### config.mk
export PLATFORM = sky130hd
export DESIGN_NAME = aafl_top
export DESIGN_NICKNAME = d
export VERILOG_FILES = /design/src/aafl_pkg.sv /design/src/aafl_sync2.sv /design/src/aafl_crc8.sv /design/src/aafl_top.sv
export VERILOG_INCLUDE_DIRS = /design/src /design/src/src
export SDC_FILE = /design/constraint.sdc
export NUM_CORES = 1
export LEC_CHECK = 0
export BUFFER_PORTS_ARGS = -buffer_cell sky130_fd_sc_hd__clkbuf_2
export CORE_MARGIN = 3
export CORE_UTILIZATION = 55
export CTS_CLUSTER_SIZE = 14
export DETAILED_ROUTE_END_ITERATION = 6
export HOLD_SLACK_MARGIN = 0.02
export PLACE_DENSITY = 0.81
export SYNTH_ARGS = -nofsm -noshare
export SYNTH_HDL_FRONTEND = slang
export SYNTH_SLANG_ARGS = --single-unit
### constraint.sdc
create_clock -name pclk -period 5.67 [get_ports pclk]
set_clock_uncertainty 0.05 [all_clocks]
set_input_delay 0.8505 -clock pclk [delete_from_list [all_inputs] [get_ports pclk]]
set_output_delay 0.8505 -clock pclk [all_outputs]
set_load 0.01 [all_outputs]
### src/aafl_cfg.svh
// Register offsets, field positions, reset values and timing counts of the align and fault block
`ifndef AAFL_CFG_SVH
`define AAFL_CFG_SVH

// ****************************************************************
// Register byte offsets
// ****************************************************************
`define AAFL_OFS_STATUS   12'h000
`define AAFL_OFS_INTERFACE_MODE_REGISTER   12'h004
`define AAFL_OFS_PINCFG   12'h008
`define AAFL_OFS_CHEN     12'h00C
`define AAFL_OFS_CRCCHK   12'h010
`define AAFL_OFS_RESULT   12'h014
`define AAFL_OFS_CONV     12'h018
`define AAFL_OFS_REGSUM   12'h01C

// ****************************************************************
// Field positions
// ****************************************************************
`define AAFL_ST_RDY_N     7
`define AAFL_ST_CONV_ERR  6
`define AAFL_ST_CRC_ERR   5
`define AAFL_ST_REG_ERR   4
`define AAFL_IF_ALT       12
`define AAFL_IF_APPEND    6
`define AAFL_IF_MONITOR   5
`define AAFL_PC_ALIGN_EN  11
`define AAFL_PC_FPF_HI    10
`define AAFL_PC_FPF_LO    9
`define AAFL_PC_FPDATA    8

// ****************************************************************
// Reset values
// ****************************************************************
`define AAFL_RST_INTERFACE_MODE_REGISTER   16'h0000
`define AAFL_RST_PINCFG   16'h0800
`define AAFL_RST_CHEN     16'h0001

// ****************************************************************
// Timing and CRC
// ****************************************************************
`define AAFL_SETTLE_NS    1000
`define AAFL_CLK_NS       10
`define AAFL_SETTLE_CYC   ((`AAFL_SETTLE_NS + `AAFL_CLK_NS - 1) / `AAFL_CLK_NS)
`define AAFL_CRC_POLY     8'h07

`endif

### src/aafl_pkg.sv
// Types shared by the align and fault block
package aafl_pkg;

  // Fault pin function codes
  typedef enum logic [1:0] {
    AAFL_FP_OFF = 2'h0,
    AAFL_FP_IN  = 2'h1,
    AAFL_FP_OUT = 2'h2,
    AAFL_FP_GPO = 2'h3
  } aafl_fpf_t;

  // Converter sequencing states
  typedef enum logic [3:0] {
    AAFL_S_HELD = 4'h1,
    AAFL_S_WAIT = 4'h2,
    AAFL_S_CONV = 4'h4,
    AAFL_S_IDLE = 4'h8
  } aafl_state_t;

endpackage : aafl_pkg

### src/aafl_sync2.sv
// Two-stage synchroniser for a pin input
`timescale 1ns/1ns
`default_nettype none
module aafl_sync2 (
  // Clock and reset
  input  wire logic pclk,
  input  wire logic presetn,
  // Pin and result
  input  wire logic pin,
  output var  logic level
);

  typedef struct packed {
    logic meta;
    logic sync;
  } aafl_sync_t;

  aafl_sync_t r;
  aafl_sync_t next_r;

  // First stage feeds only the second
  always_comb begin
    next_r.meta = pin;
    next_r.sync = r.meta;
  end

  // Idle high, like the pins at rest
  always_ff @(posedge pclk or negedge presetn) begin
    if (!presetn) begin
      r <= 2'h3;
    end else begin
      r <= next_r;
    end
  end

  assign level = r.sync;

endmodule : aafl_sync2
`default_nettype wire

### src/aafl_crc8.sv
// Combinational 8-bit CRC over a 32-bit word, x^8 + x^2 + x + 1
`timescale 1ns/1ns
`default_nettype none
`include "aafl_cfg.svh"
module aafl_crc8 (
  // Data in, check value out
  input  wire logic [31:0] data,
  output var  logic [7:0]  crc
);

  // Bitwise long division, MSB first, zero start value
  always_comb begin
    logic [7:0] c;
    c = 8'h00;
    for (int i = 31; i >= 0; i--) begin
      if (c[7] ^ data[i]) begin
        c = {c[6:0], 1'b0} ^ `AAFL_CRC_POLY;
      end else begin
        c = {c[6:0], 1'b0};
      end
    end
    crc = c;
  end

endmodule : aafl_crc8
`default_nettype wire

### src/aafl_top.sv
// Conversion alignment and fault reporting logic with an APB register slave
//
// The implementer's own choices: the APB register port and the register addresses.
`timescale 1ns/1ns
`default_nettype none
`include "aafl_cfg.svh"
module aafl_top #(
  parameter int CHANNELS   = 16,
  parameter int SETTLE_CYC = `AAFL_SETTLE_CYC
) (
  // APB clock and reset
  input  wire logic        pclk,
  input  wire logic        presetn,
  // APB slave
  input  wire logic        psel,
  input  wire logic        penable,
  input  wire logic        pwrite,
  input  wire logic [11:0] paddr,
  input  wire logic [31:0] pwdata,
  output var  logic [31:0] prdata,
  output var  logic        pready,
  output var  logic        pslverr,
  // Alignment pin, active low
  input  wire logic        align_n,
  // Fault pin, three signals
  input  wire logic        fault_n_in,
  output var  logic        fault_n_out,
  output var  logic        fault_n_oe,
  // Converter side
  output var  logic        filter_reset,
  output var  logic        data_ready_n,
  output var  logic [3:0]  active_channel,
  output var  logic [31:0] result_word
);
  import aafl_pkg::*;

  // ****************************************************************
  // State
  // ****************************************************************
  typedef struct packed {
    logic [15:0]  interface_mode_register;
    logic [15:0]  pincfg;
    logic [15:0]  chen;
    logic [23:0]  data;
    logic [1:0]   vin;           // Stored over- and undervoltage request
    logic         conv_err;
    logic         crc_err;
    logic         reg_err;
    logic [7:0]   regsum;
    aafl_state_t  st;
    logic [3:0]   chan;
    logic [3:0]   res_chan;
    logic [15:0]  cnt;
    logic         align_q;
    logic         rdy_n;
    logic         freset;
    logic [31:0]  rdata;
    logic         ready;
    logic         slverr;
    logic         fp_out;
    logic         fp_oe;
    logic [31:0]  result;
  } aafl_regs_t;

  aafl_regs_t r;
  aafl_regs_t next_r;

  logic        align_lvl, fault_lvl;
  logic [7:0]  crc_calc, sum_now;

  // ****************************************************************
  // Pin synchronisers and CRC engine
  // ****************************************************************
  // pins synchronised
  aafl_sync2 u_sync_align (
    .pclk    (pclk),
    .presetn (presetn),
    .pin     (align_n),
    .level   (align_lvl)
  );

  aafl_sync2 u_sync_fault (
    .pclk    (pclk),
    .presetn (presetn),
    .pin     (fault_n_in),
    .level   (fault_lvl)
  );

  // check over command byte and 16-bit data
  aafl_crc8 u_crc (
    .data (pwdata),
    .crc  (crc_calc)
  );

  // ****************************************************************
  // Helpers
  // ****************************************************************
  // Lowest enabled channel at or above start, wrapping
  function automatic logic [3:0] next_chan(input logic [15:0] en, input logic [3:0] start);
    logic [3:0] pick;
    logic       found;
    logic [3:0] idx;
    pick  = start;
    found = 1'b0;
    for (int k = 0; k < 16; k++) begin
      idx = 4'(start + 4'(k));
      if (!found && en[idx]) begin
        pick  = idx;
        found = 1'b1;
      end
    end
    return pick;
  endfunction : next_chan

  // checksum covers only pin config and channel enables
  assign sum_now = r.pincfg[15:8] ^ r.pincfg[7:0] ^ r.chen[15:8] ^ r.chen[7:0];

  // ****************************************************************
  // Next state
  // ****************************************************************
  always_comb begin
    logic        wr, rd;
    logic        fall, rise;
    logic        out_of_range, done;
    logic [1:0]  fpf;
    logic [7:0]  status;
    next_r = r;
    wr   = psel && penable && pwrite && !r.ready;
    rd   = psel && penable && !pwrite && !r.ready;
    fall = r.align_q && !align_lvl;
    rise = !r.align_q && align_lvl;
    fpf  = r.pincfg[`AAFL_PC_FPF_HI:`AAFL_PC_FPF_LO];
    next_r.align_q = align_lvl;
    done = 1'b0;
    out_of_range = 1'b0;
    next_r.ready  = psel && penable && !r.ready;
    next_r.slverr = 1'b0;
    next_r.rdata  = 32'h0000_0000;
    status = {r.rdy_n, r.conv_err, r.crc_err, r.reg_err, r.res_chan};

    // Sequencer and conversion timing
    case (r.st)
      AAFL_S_HELD: begin
        // leave reset one clock after the rise
        if (align_lvl) begin
          next_r.freset = 1'b0;
          next_r.st     = AAFL_S_CONV;
          next_r.cnt    = 16'h0000;
        end
      end
      AAFL_S_WAIT: begin
        // hold until the pin is high again
        if (align_lvl) begin
          next_r.st  = AAFL_S_CONV;
          next_r.cnt = 16'h0000;
        end
      end
      AAFL_S_CONV: begin
        if (r.cnt >= 16'(SETTLE_CYC - 1)) begin
          done = 1'b1;
        end else begin
          next_r.cnt = r.cnt + 16'h0001;
        end
      end
      AAFL_S_IDLE: begin
        // single channel rising edge starts one conversion
        if (rise) begin
          next_r.st  = AAFL_S_CONV;
          next_r.cnt = 16'h0000;
        end
      end
      default: next_r.st = AAFL_S_HELD;
    endcase

    // result, ready and channel tag at end of conversion
    if (done) begin
      next_r.rdy_n    = 1'b0;
      next_r.res_chan = r.chan;
      next_r.cnt      = 16'h0000;
      // saturate on a stored over- or undervoltage, overvoltage first
      next_r.data  = r.vin[1] ? 24'hFFFFFF : (r.vin[0] ? 24'h000000 : 24'h800000);
      out_of_range = |r.vin;
      next_r.chan = next_chan(r.chen, 4'(r.chan + 4'h1));
      if (r.interface_mode_register[`AAFL_IF_ALT] && !align_lvl) begin
        // finish, advance, then wait for high
        next_r.st = AAFL_S_WAIT;
      end else if ((r.chen & (r.chen - 16'h0001)) == 16'h0000 && r.pincfg[`AAFL_PC_ALIGN_EN]) begin
        // single channel idles until the next start edge
        next_r.st = AAFL_S_IDLE;
      end
    end

    // alignment only when enabled, configuration kept
    if (r.pincfg[`AAFL_PC_ALIGN_EN] && !r.interface_mode_register[`AAFL_IF_ALT]) begin
      // falling edge holds modulator and filter in reset
      if (fall || (!align_lvl && r.st == AAFL_S_HELD)) begin
        next_r.freset = 1'b1;
        next_r.st     = AAFL_S_HELD;
        next_r.cnt    = 16'h0000;
        next_r.chan   = next_chan(r.chen, 4'h0);
      end
    end

    // conversion fault tracks the condition, not reads
    // external fault input ORed in when configured
    next_r.conv_err = (done ? out_of_range : r.conv_err && (r.data == 24'hFFFFFF || r.data == 24'h000000))
                      || (fpf == 2'(AAFL_FP_IN) && !fault_lvl);
    if (fpf == 2'(AAFL_FP_IN)) begin
      next_r.pincfg[`AAFL_PC_FPDATA] = fault_lvl;
    end

    // any change of the XOR sum of the monitored bytes sets the flag
    if (r.interface_mode_register[`AAFL_IF_MONITOR]) begin
      if (sum_now != r.regsum) begin
        next_r.reg_err = 1'b1;
      end
    end else begin
      next_r.regsum = sum_now;
      next_r.reg_err = 1'b0;
    end

    // APB reads; data read leaves faults alone
    if (rd) begin
      case (paddr)
        `AAFL_OFS_STATUS: begin
          next_r.rdata = {24'h000000, status};
          // status read clears only the CRC flag, a new mismatch wins below
          next_r.crc_err = 1'b0;
        end
        `AAFL_OFS_INTERFACE_MODE_REGISTER: next_r.rdata = {16'h0000, r.interface_mode_register};
        `AAFL_OFS_PINCFG: next_r.rdata = {16'h0000, r.pincfg};
        `AAFL_OFS_CHEN:   next_r.rdata = {16'h0000, r.chen};
        `AAFL_OFS_RESULT: begin
          next_r.rdata = {8'h00, r.data};
          next_r.rdy_n = 1'b1;
        end
        `AAFL_OFS_REGSUM: next_r.rdata = {24'h000000, r.regsum};
        default: next_r.slverr = 1'b1;
      endcase
    end

    // APB writes
    if (wr) begin
      case (paddr)
        `AAFL_OFS_INTERFACE_MODE_REGISTER: next_r.interface_mode_register = pwdata[15:0];
        `AAFL_OFS_PINCFG: next_r.pincfg = pwdata[15:0];
        `AAFL_OFS_CHEN: begin
          next_r.chen = pwdata[15:0];
          next_r.chan = next_chan(pwdata[15:0], 4'h0);
        end
        // word carries data and check byte
        `AAFL_OFS_CRCCHK: begin
          if (crc_calc != 8'h00) begin
            next_r.crc_err = 1'b1;
          end
        end
        `AAFL_OFS_CONV: next_r.vin = pwdata[31:30];  // Bus data is only valid inside the transfer
        default: next_r.slverr = 1'b1;
      endcase
    end

    // status appended; new values, so the word moves with ready
    status = {next_r.rdy_n, next_r.conv_err, next_r.crc_err, next_r.reg_err, next_r.res_chan};
    next_r.result = r.interface_mode_register[`AAFL_IF_APPEND] ? {next_r.data, status} : {8'h00, next_r.data};

    // open-drain OR of faults; off or general output
    case (fpf)
      2'(AAFL_FP_OUT): begin
        next_r.fp_out = 1'b0;
        next_r.fp_oe  = next_r.conv_err | next_r.crc_err | next_r.reg_err;
      end
      2'(AAFL_FP_GPO): begin
        next_r.fp_out = r.pincfg[`AAFL_PC_FPDATA];
        next_r.fp_oe  = 1'b1;
      end
      default: begin
        next_r.fp_out = 1'b1;
        next_r.fp_oe  = 1'b0;
      end
    endcase
  end

  // ****************************************************************
  // Registers
  // ****************************************************************
  always_ff @(posedge pclk or negedge presetn) begin
    if (!presetn) begin
      r        <= '0;
      r.interface_mode_register <= `AAFL_RST_INTERFACE_MODE_REGISTER;
      r.pincfg <= `AAFL_RST_PINCFG;
      r.chen   <= `AAFL_RST_CHEN;
      r.st     <= AAFL_S_CONV;
      r.align_q <= 1'b1;
      r.rdy_n  <= 1'b1;
      r.fp_out <= 1'b1;
    end else begin
      r <= next_r;
    end
  end

  // Outputs straight from flip-flops
  assign prdata         = r.rdata;
  assign pready         = r.ready;
  assign pslverr        = r.slverr;
  assign fault_n_out    = r.fp_out;
  assign fault_n_oe     = r.fp_oe;
  assign filter_reset   = r.freset;
  assign data_ready_n   = r.rdy_n;
  assign active_channel = r.chan;
  assign result_word    = r.result;

endmodule : aafl_top
`default_nettype wire

Word-level counts from Yosys, hierarchy flattened
Cells that the tools add are included.
Widths: inputs -> output; s select.
{ "op_classes": {"add_sub_neg": 18, "order_cmp": 17, "eq_ne": 16, "mux": 277, "bitwise_logic": 68, "reduce_logical": 125} }
{ "op_table": {"columns": ["operator", "n"], "rows": [
  ["$mux 4", 49],
  ["$mux 1", 160],
  ["$pmux 24 s6", 1],
  ["$mux 16", 6],
  ["$mux 24", 4],
  ["$mux 3", 32],
  ["$not 3->3", 31],
  ["$lt 4x5->1 const B", 16],
  ["$bmux 1 s4", 16],
  ["$logic_and 1x1->1", 59],
  ["$logic_not 1->1", 51],
  ["$eq 12x5->1 const B", 4],
  ["$pmux 16 s3", 1],
  ["$add 4x4->4 const B", 8],
  ["$mux 32", 1],
  ["$mux 28", 1],
  ["$xor 1x1->1", 26],
  ["$mux 25", 1],
  ["$eq 12x4->1 const B", 2],
  ["$eq 24x24->1 const B", 1],
  ["$logic_not 24->1", 1],
  ["$xor 8x8->8", 3],
  ["$add 16x1->16 const B", 1],
  ["$add 4x3->4 const B", 4],
  ["27 further kinds", 42]
]} }
{ "totals": {"ff_bits": 188, "in_bits": 51, "output_inout_bits": 74, "wordCells": 548} }

Longest topological paths before layout
Gate-level depths: netlist of run 1.
{ "logic_depth": {"depth_word": 82, "mapped_depth": 18, "depth_no_buf": 14} }

Hierarchy
A second synthesis of run 1 with hierarchy kept.
{ "unflattened": {"hier_cells": 1150, "hier_area_um2": 11712.5} }
{ "modules_own_cells": {"columns": ["mod", "instances", "cells_each", "area_per_inst_um2", "seq_area_each_um2"], "rows": [
  ["aafl_top", 1, 1082, 10785.3, 4411.7],
  ["aafl_crc8", 1, 64, 822.0, 0.0],
  ["aafl_sync2", 2, 2, 52.6, 52.6]
]} }

Least setup slack after synthesis of run 1
OpenSTA, ideal clock, no wires.
{ "synth_path": {"path_kind": "register to register", "start": "reg r, in the netlist active_channel[1]", "end": "reg r, in the netlist active_channel[0]", "t_arrival_ps": 4714, "required_ps": 5489, "setup_slack_ps": 775, "path_stages_with_launch": 17, "path_buffers": 4, "synth_period_minus_slack_ps": 4895, "path_cell_list": "dfrtp_1 > ha_1 > buf_6 > buf_12 > buf_2 > buf_1 > inv_1 > ha_1 > xnor3_1 > mux4_2 > or3b_2 > or3_4 > nor4_4 > nor2_2 > nand4_2 > mux2i_1 > or3_1"} }
{ "synth_lines": {"columns": ["element", "line", "text"], "rows": [
  ["start, declared", "aafl_top.sv:65", "aafl_regs_t r;"],
  ["start signal, assigned", "aafl_top.sv:297", "r <= next_r;"]
]} }

==> results_dict.tcl, run 1 <==
set metrics [dict create \
    tightest_slew_ns 1.31 \
    yosys-top-cells-area "dfrtp_1 (36%), mux4_2 (8.3%), mux2_2 (6.1%)" \
    pin_count 125 \
    cts_tree "built" \
    routed.top_layer "met4" \
    layout_commonest_cell "dfrtp_1" \
    rows 53 \
    yosysSeqAreaShare 0.379 \
    core-area_um2 21200 \
    worstSetupPathType "flop to flop" \
    layout_min_cycle_time_ns 5.03 \
    dpl.cell_count 1487 \
    setup_violations 0 \
    clock_latency_ns 0.43 \
    drc_errors 0 \
    endpoint_kind "flop" \
    relSlewSlack 0.113 \
    cts_sinks 180 \
    p_leak_nw 6.17 \
    firstDrtPassIters 6 \
    finalHoldViolCount 0 \
    comb_power_share 0.184 \
    p_clk_frac 0.395 \
    fp.dieH_um 153 \
    p_int_mw 2.23 \
    synth_cell_types 75 \
    fin_cells 1519 \
    wl_um 31800 \
    finalWorstSetupSlack_ns 0.638 \
    design_area_um2 12800 \
    cts_max_level 4 \
    grt.overflow.total 0 \
    area_growth_pct 7.51 \
    drive_above_1_share 0.240 \
    rsz0062_at_grt "no" \
    vias_per_cell 6.36 \
    post_cts_buffers 0 \
    maxSlewViolCount 0 \
    numCtsBuffers 17 \
    status "completed" \
    grt_first_pass_wirelength_um 50600 \
    p_seq_frac 0.421 \
    yosysWarningCount 0 \
    antenna_left 0 \
    netlist_instances 1210 \
    pre_cts_slack_ns 0.732 \
    p_switching_mw 0.930 \
    ys_ff_latch 180 \
    netlist_area_um2 11900 \
    grt_usage 0.270 \
    fin_crit_sh 0.887 \
    peakVddDrop_mv 0.238 \
    yosysTopAreaCell "dfrtp_1" \
    layout.nets 1289 \
    root_buffer "clkbuf_16" \
    wl_met2_um 14500 \
    die_w_um 153 \
    first_iter_violations 1405 \
    tns_ns 0 \
    cp.arrival_ns 5.30 \
    fin_util 0.605 \
    sw_frac_of_total 0.294 \
    synth-edff-count 0 \
    dieArea_um2 23500 \
    synth_top_area_share 0.357 \
    met1_length_um 13200 \
    start_util 0.563 \
    cp-start-kind "flop" \
    antenna_found_initial 0 \
    clockBufferDepth 2 \
    grt_pass1_vias 9184 \
    place_area_um2 12200 \
    required_ns 5.93 \
    grt_max_degree 83 \
    crit_fanout 11 \
    layout_common_cells "dfrtp_1 (170), clkbuf_2 (115), nor2_1 (112), nand2_1 (110), a21oi_1 (78)" \
    hold_buffers 0 \
    portBuffers 116 \
    wl_met3_um 3360 \
    async_reset_ff_frac 1.00 \
    syn_avg_cell_area_um2 9.84 \
    max-cap-violations 0 \
    wl_per_cell_um 20.9 \
    post_cts_resized 0 \
    synth_ff_type "dfrtp_1" \
    gp_congestion 0.982 \
    max_freq_mhz 199 \
    antenna_cells 0 \
    vias 9661 \
    hpwl_um 23000 \
    p_per_area_nw_per_um2 247 \
    clk_pin_slew_ns 0.07 \
    hp-class "flop to flop" \
]
==> worst max-delay path: stages, from the launching register on <==
cell	delay [ns]
dfrtp_1	0.43
ha_1	0.29
xnor2_2	0.15
buf_4	0.18
inv_1	0.27
ha_1	0.29
mux2i_1	0.11
xnor2_1	0.71
mux4_2	0.50
or3_4	0.37
or3_1	0.55
nor4_4	0.37
nor2_2	0.08
nand4_2	0.11
mux2i_1	0.10
or3_1	0.35
==> cells in the mapped netlist (29+ instances only) <==
master,number
xor2_1,30
buf_4,69
nand2_1,110
nor3_1,29
dfrtp_1,170
mux4_2,44
o21ai_0,44
mux2_2,65
clkbuf_1,50
nor2_1,112
mux2i_1,46
a21oi_1,78
inv_1,46
xnor2_1,48
==> worst paths after layout <==
path	cells after the start	startpoint	slack, ns	endpoint
hold reg to reg	0	u_sync_align.next_r[0]	0.31	u_sync_align.level
setup reg to reg	15	active_channel[1]	0.64	active_channel[0]
setup / recovery	15	active_channel[1]	0.64	active_channel[0]
min in group asynchronous	1	presetn	0.41	r[80]
max in group asynchronous	2	presetn	4.04	result_word[20]
hold / removal	0	u_sync_align.next_r[0]	0.31	u_sync_align.level
==> cells by family after synthesis <==
family	share of synthesized area
simple gates	0.148
compound gates	0.112
buf+inv	0.0828
flops	0.379
mux	0.190
xor+xnor	0.0777
fa+ha+maj	0.00987
other cells	0.000315
==> power groups by stage <==
stage / Combinational [mW] / Clock (mW) / Sequential [mW]
floorplan: 0.439 / 0 / 1.35
global route: 0.641 / 1.32 / 1.33
finish: 0.580 / 1.25 / 1.33
CTS: 0.580 / 1.26 / 1.33
global placement: 0.561 / 0 / 1.35
detailed placement: 0.577 / 0 / 1.35
==> through the flow <==
step                      power (mW)  hold WS, ns
after floorplan                 1.79        0.295
after global placement          1.91        0.296
after detailed placement        1.93        0.297
after CTS                       3.17        0.308
after global routing            3.30        0.317
final                           3.16        0.307
==> flip-flops by register name, indices dropped and copies added (netlist names) <==
register / cells
active_channel: 4
data_ready_n: 1
fault_n_oe: 1
fault_n_out: 1
filter_reset: 1
prdata: 24
pready: 1
pslverr: 1
r: 110
result_word: 32
u_sync_align.level: 1
u_sync_align.next_r: 1
u_sync_fault.level: 1
u_sync_fault.next_r: 1
==> layout make-up <==
type,instances,area [um^2]
tap,275,344
clock buffer,17,425
sequential,180,4520
clock inverter,15,205
multi-input combinational,854,6430
fill,1679,8350
inverter,46,173
timing repair buffer,132,707
==> per-layer routing <==
metal | GRT usage | vias to the layer above
li1 | - | 4262
met1 | 0.397 | 4700
met2 | 0.409 | 639
met3 | 0.0595 | 60
met4 | 0.0759 | 0
met5 | 0 | -
Power figures use the tool's default switching activity.
==> run 2: changes to the inputs <==
MAX_ROUTING_LAYER = met4   (was unset)
clock period = 4.9 ns   (was 5.67 ns; I/O delays follow)
==> run 2 against run 1 <==
Setup slack worse by 0.42 ns; via count is 1.6% higher; count of clock-buffer cells in the layout is 2 higher; fmax is 7.5% higher; first-iteration DRC count is 16% lower; largest cell class unchanged; largest power group unchanged; highest routed layer unchanged.
==> results_dict.tcl, run 2 (synthesis results as in run 1) <==
set metrics [dict create \
    status "completed" \
    grt_first_pass_wirelength_um 53100 \
    hp-class "flop to flop" \
    p_total_mw 3.59 \
    cp.arrival_ns 4.95 \
    vias_per_cell 6.37 \
    hold_buffers 0 \
    grt_max_degree 111 \
    dieArea_um2 23500 \
    antenna_cells 0 \
    p_int_mw 2.53 \
    core-area_um2 21200 \
    n_fill_cell 1709 \
    root_buffer "clkbuf_16" \
    wl_um 33600 \
    layout.nets 1311 \
    comb_power_share 0.195 \
    maxSlewViolCount 0 \
    p_clk_frac 0.376 \
    p_switching_mw 1.06 \
    p_leak_nw 6.25 \
    relSlewSlack 0.258 \
    layout_common_cells "dfrtp_1 (170), clkbuf_2 (115), nor2_1 (112), nand2_1 (110), a21oi_1 (78)" \
    fin_crit_sh 0.955 \
    numCtsBuffers 17 \
    required_ns 5.17 \
    vias 9819 \
    die_w_um 153 \
    post_cts_buffers 0 \
    max-cap-violations 0 \
    antenna_found_initial 0 \
    grt.overflow.total 0 \
    p_seq_frac 0.429 \
    rows 53 \
    cp-start-kind "flop" \
    p_per_area_nw_per_um2 278 \
    post_cts_resized 0 \
    largest_register_ffs 110 \
    setup_violations 0 \
    hpwl_um 24500 \
    grt_pass1_vias 9458 \
    grt_usage 0.294 \
    cts_max_level 4 \
    crit_fanout 10 \
    finalHoldViolCount 0 \
    regMostFlops "r" \
    firstDrtPassIters 5 \
    first_iter_violations 1185 \
    drc_errors 0 \
    clockBufferDepth 2 \
    clk_pin_slew_ns 0.07 \
    sw_frac_of_total 0.296 \
    tightest_slew_ns 1.10 \
    fin_cells 1541 \
    wl_per_cell_um 21.8 \
    start_util 0.563 \
    fp.dieH_um 153 \
    pin_count 125 \
    max_freq_mhz 214 \
    cts_tree "built" \
    layout_min_cycle_time_ns 4.68 \
    endpoint_kind "flop" \
    antenna_left 0 \
    gp_congestion 0.998 \
    cts_sinks 180 \
    tns_ns 0 \
    portBuffers 116 \
    area_growth_pct 8.45 \
    drive_above_1_share 0.251 \
    rsz0062_at_grt "no" \
    layout_commonest_cell "dfrtp_1" \
    peakVddDrop_mv 0.245 \
    dpl.cell_count 1509 \
    clock_latency_ns 0.44 \
    worstSetupPathType "flop to flop" \
]
==> run 2: power groups by stage <==
stage | clock, mW | combinational, mW | sequential (mW)
6_report | 1.35 | 0.700 | 1.54
5_1_grt | 1.43 | 0.761 | 1.54
4_1_cts | 1.36 | 0.695 | 1.54
3_5_place_dp | 0 | 0.691 | 1.57
3_3_place_gp | 0 | 0.672 | 1.57
2_1_floorplan | 0 | 0.508 | 1.56
==> run 2: path summary, 6_finish.rpt <==
check / from / endpoint / slack [ns] / cells past startpoint
hold / removal: u_sync_fault.next_r[0] / u_sync_fault.level / 0.31 / 0
max in group asynchronous: presetn / r[103] / 3.30 / 2
setup / recovery: active_channel[1] / active_channel[1] / 0.22 / 14
hold reg to reg: u_sync_fault.next_r[0] / u_sync_fault.level / 0.31 / 0
setup reg to reg: active_channel[1] / active_channel[1] / 0.22 / 14
min in group asynchronous: presetn / r[76] / 0.35 / 1
==> run 2: through the flow <==
step           worst slack [ns]  hold WS [ns]   util  instance area (um^2)
2_1_floorplan           0.00491         0.295      -                 11900
3_3_place_gp              0.374         0.297  0.583                 12300
3_5_place_dp              0.275         0.297  0.583                 12300
4_1_cts                   0.256         0.307  0.611                 12900
5_1_grt                  0.0254         0.311  0.611                 12900
6_report                  0.220         0.306  0.611                 12900
==> run 2: cell type report <==
class	count	area (um^2)	share of cell area
inverter	46	173	0.0134
clock inverter	13	144	0.0111
timing repair buffer	154	872	0.0675
multi-input combinational	854	6430	0.498
sequential	180	4520	0.350
clock buffer	19	433	0.0335
tap	275	344	0.0266
==> run 2: metal layers <==
metal  track usage  vias to the layer above  wire [um]
met5             -                        -          0
met4        0.0925                        0        991
met3        0.0646                      108       3370
met2         0.435                      615      15400
met1         0.410                     4780      13900
li1              -                     4316          -
==> run 2: critical path, stage by stage, from the launching register on <==
cell     delay, ns
dfrtp_1       0.44
ha_1          0.28
xnor2_2       0.18
buf_4         0.22
inv_1         0.07
ha_1          0.24
xnor3_1       0.41
mux4_2        0.62
or3_4         0.43
or3_1         0.55
nor2_4        0.26
nand3_1       0.15
o22ai_1       0.33
mux2i_1       0.25
nor2_1        0.06
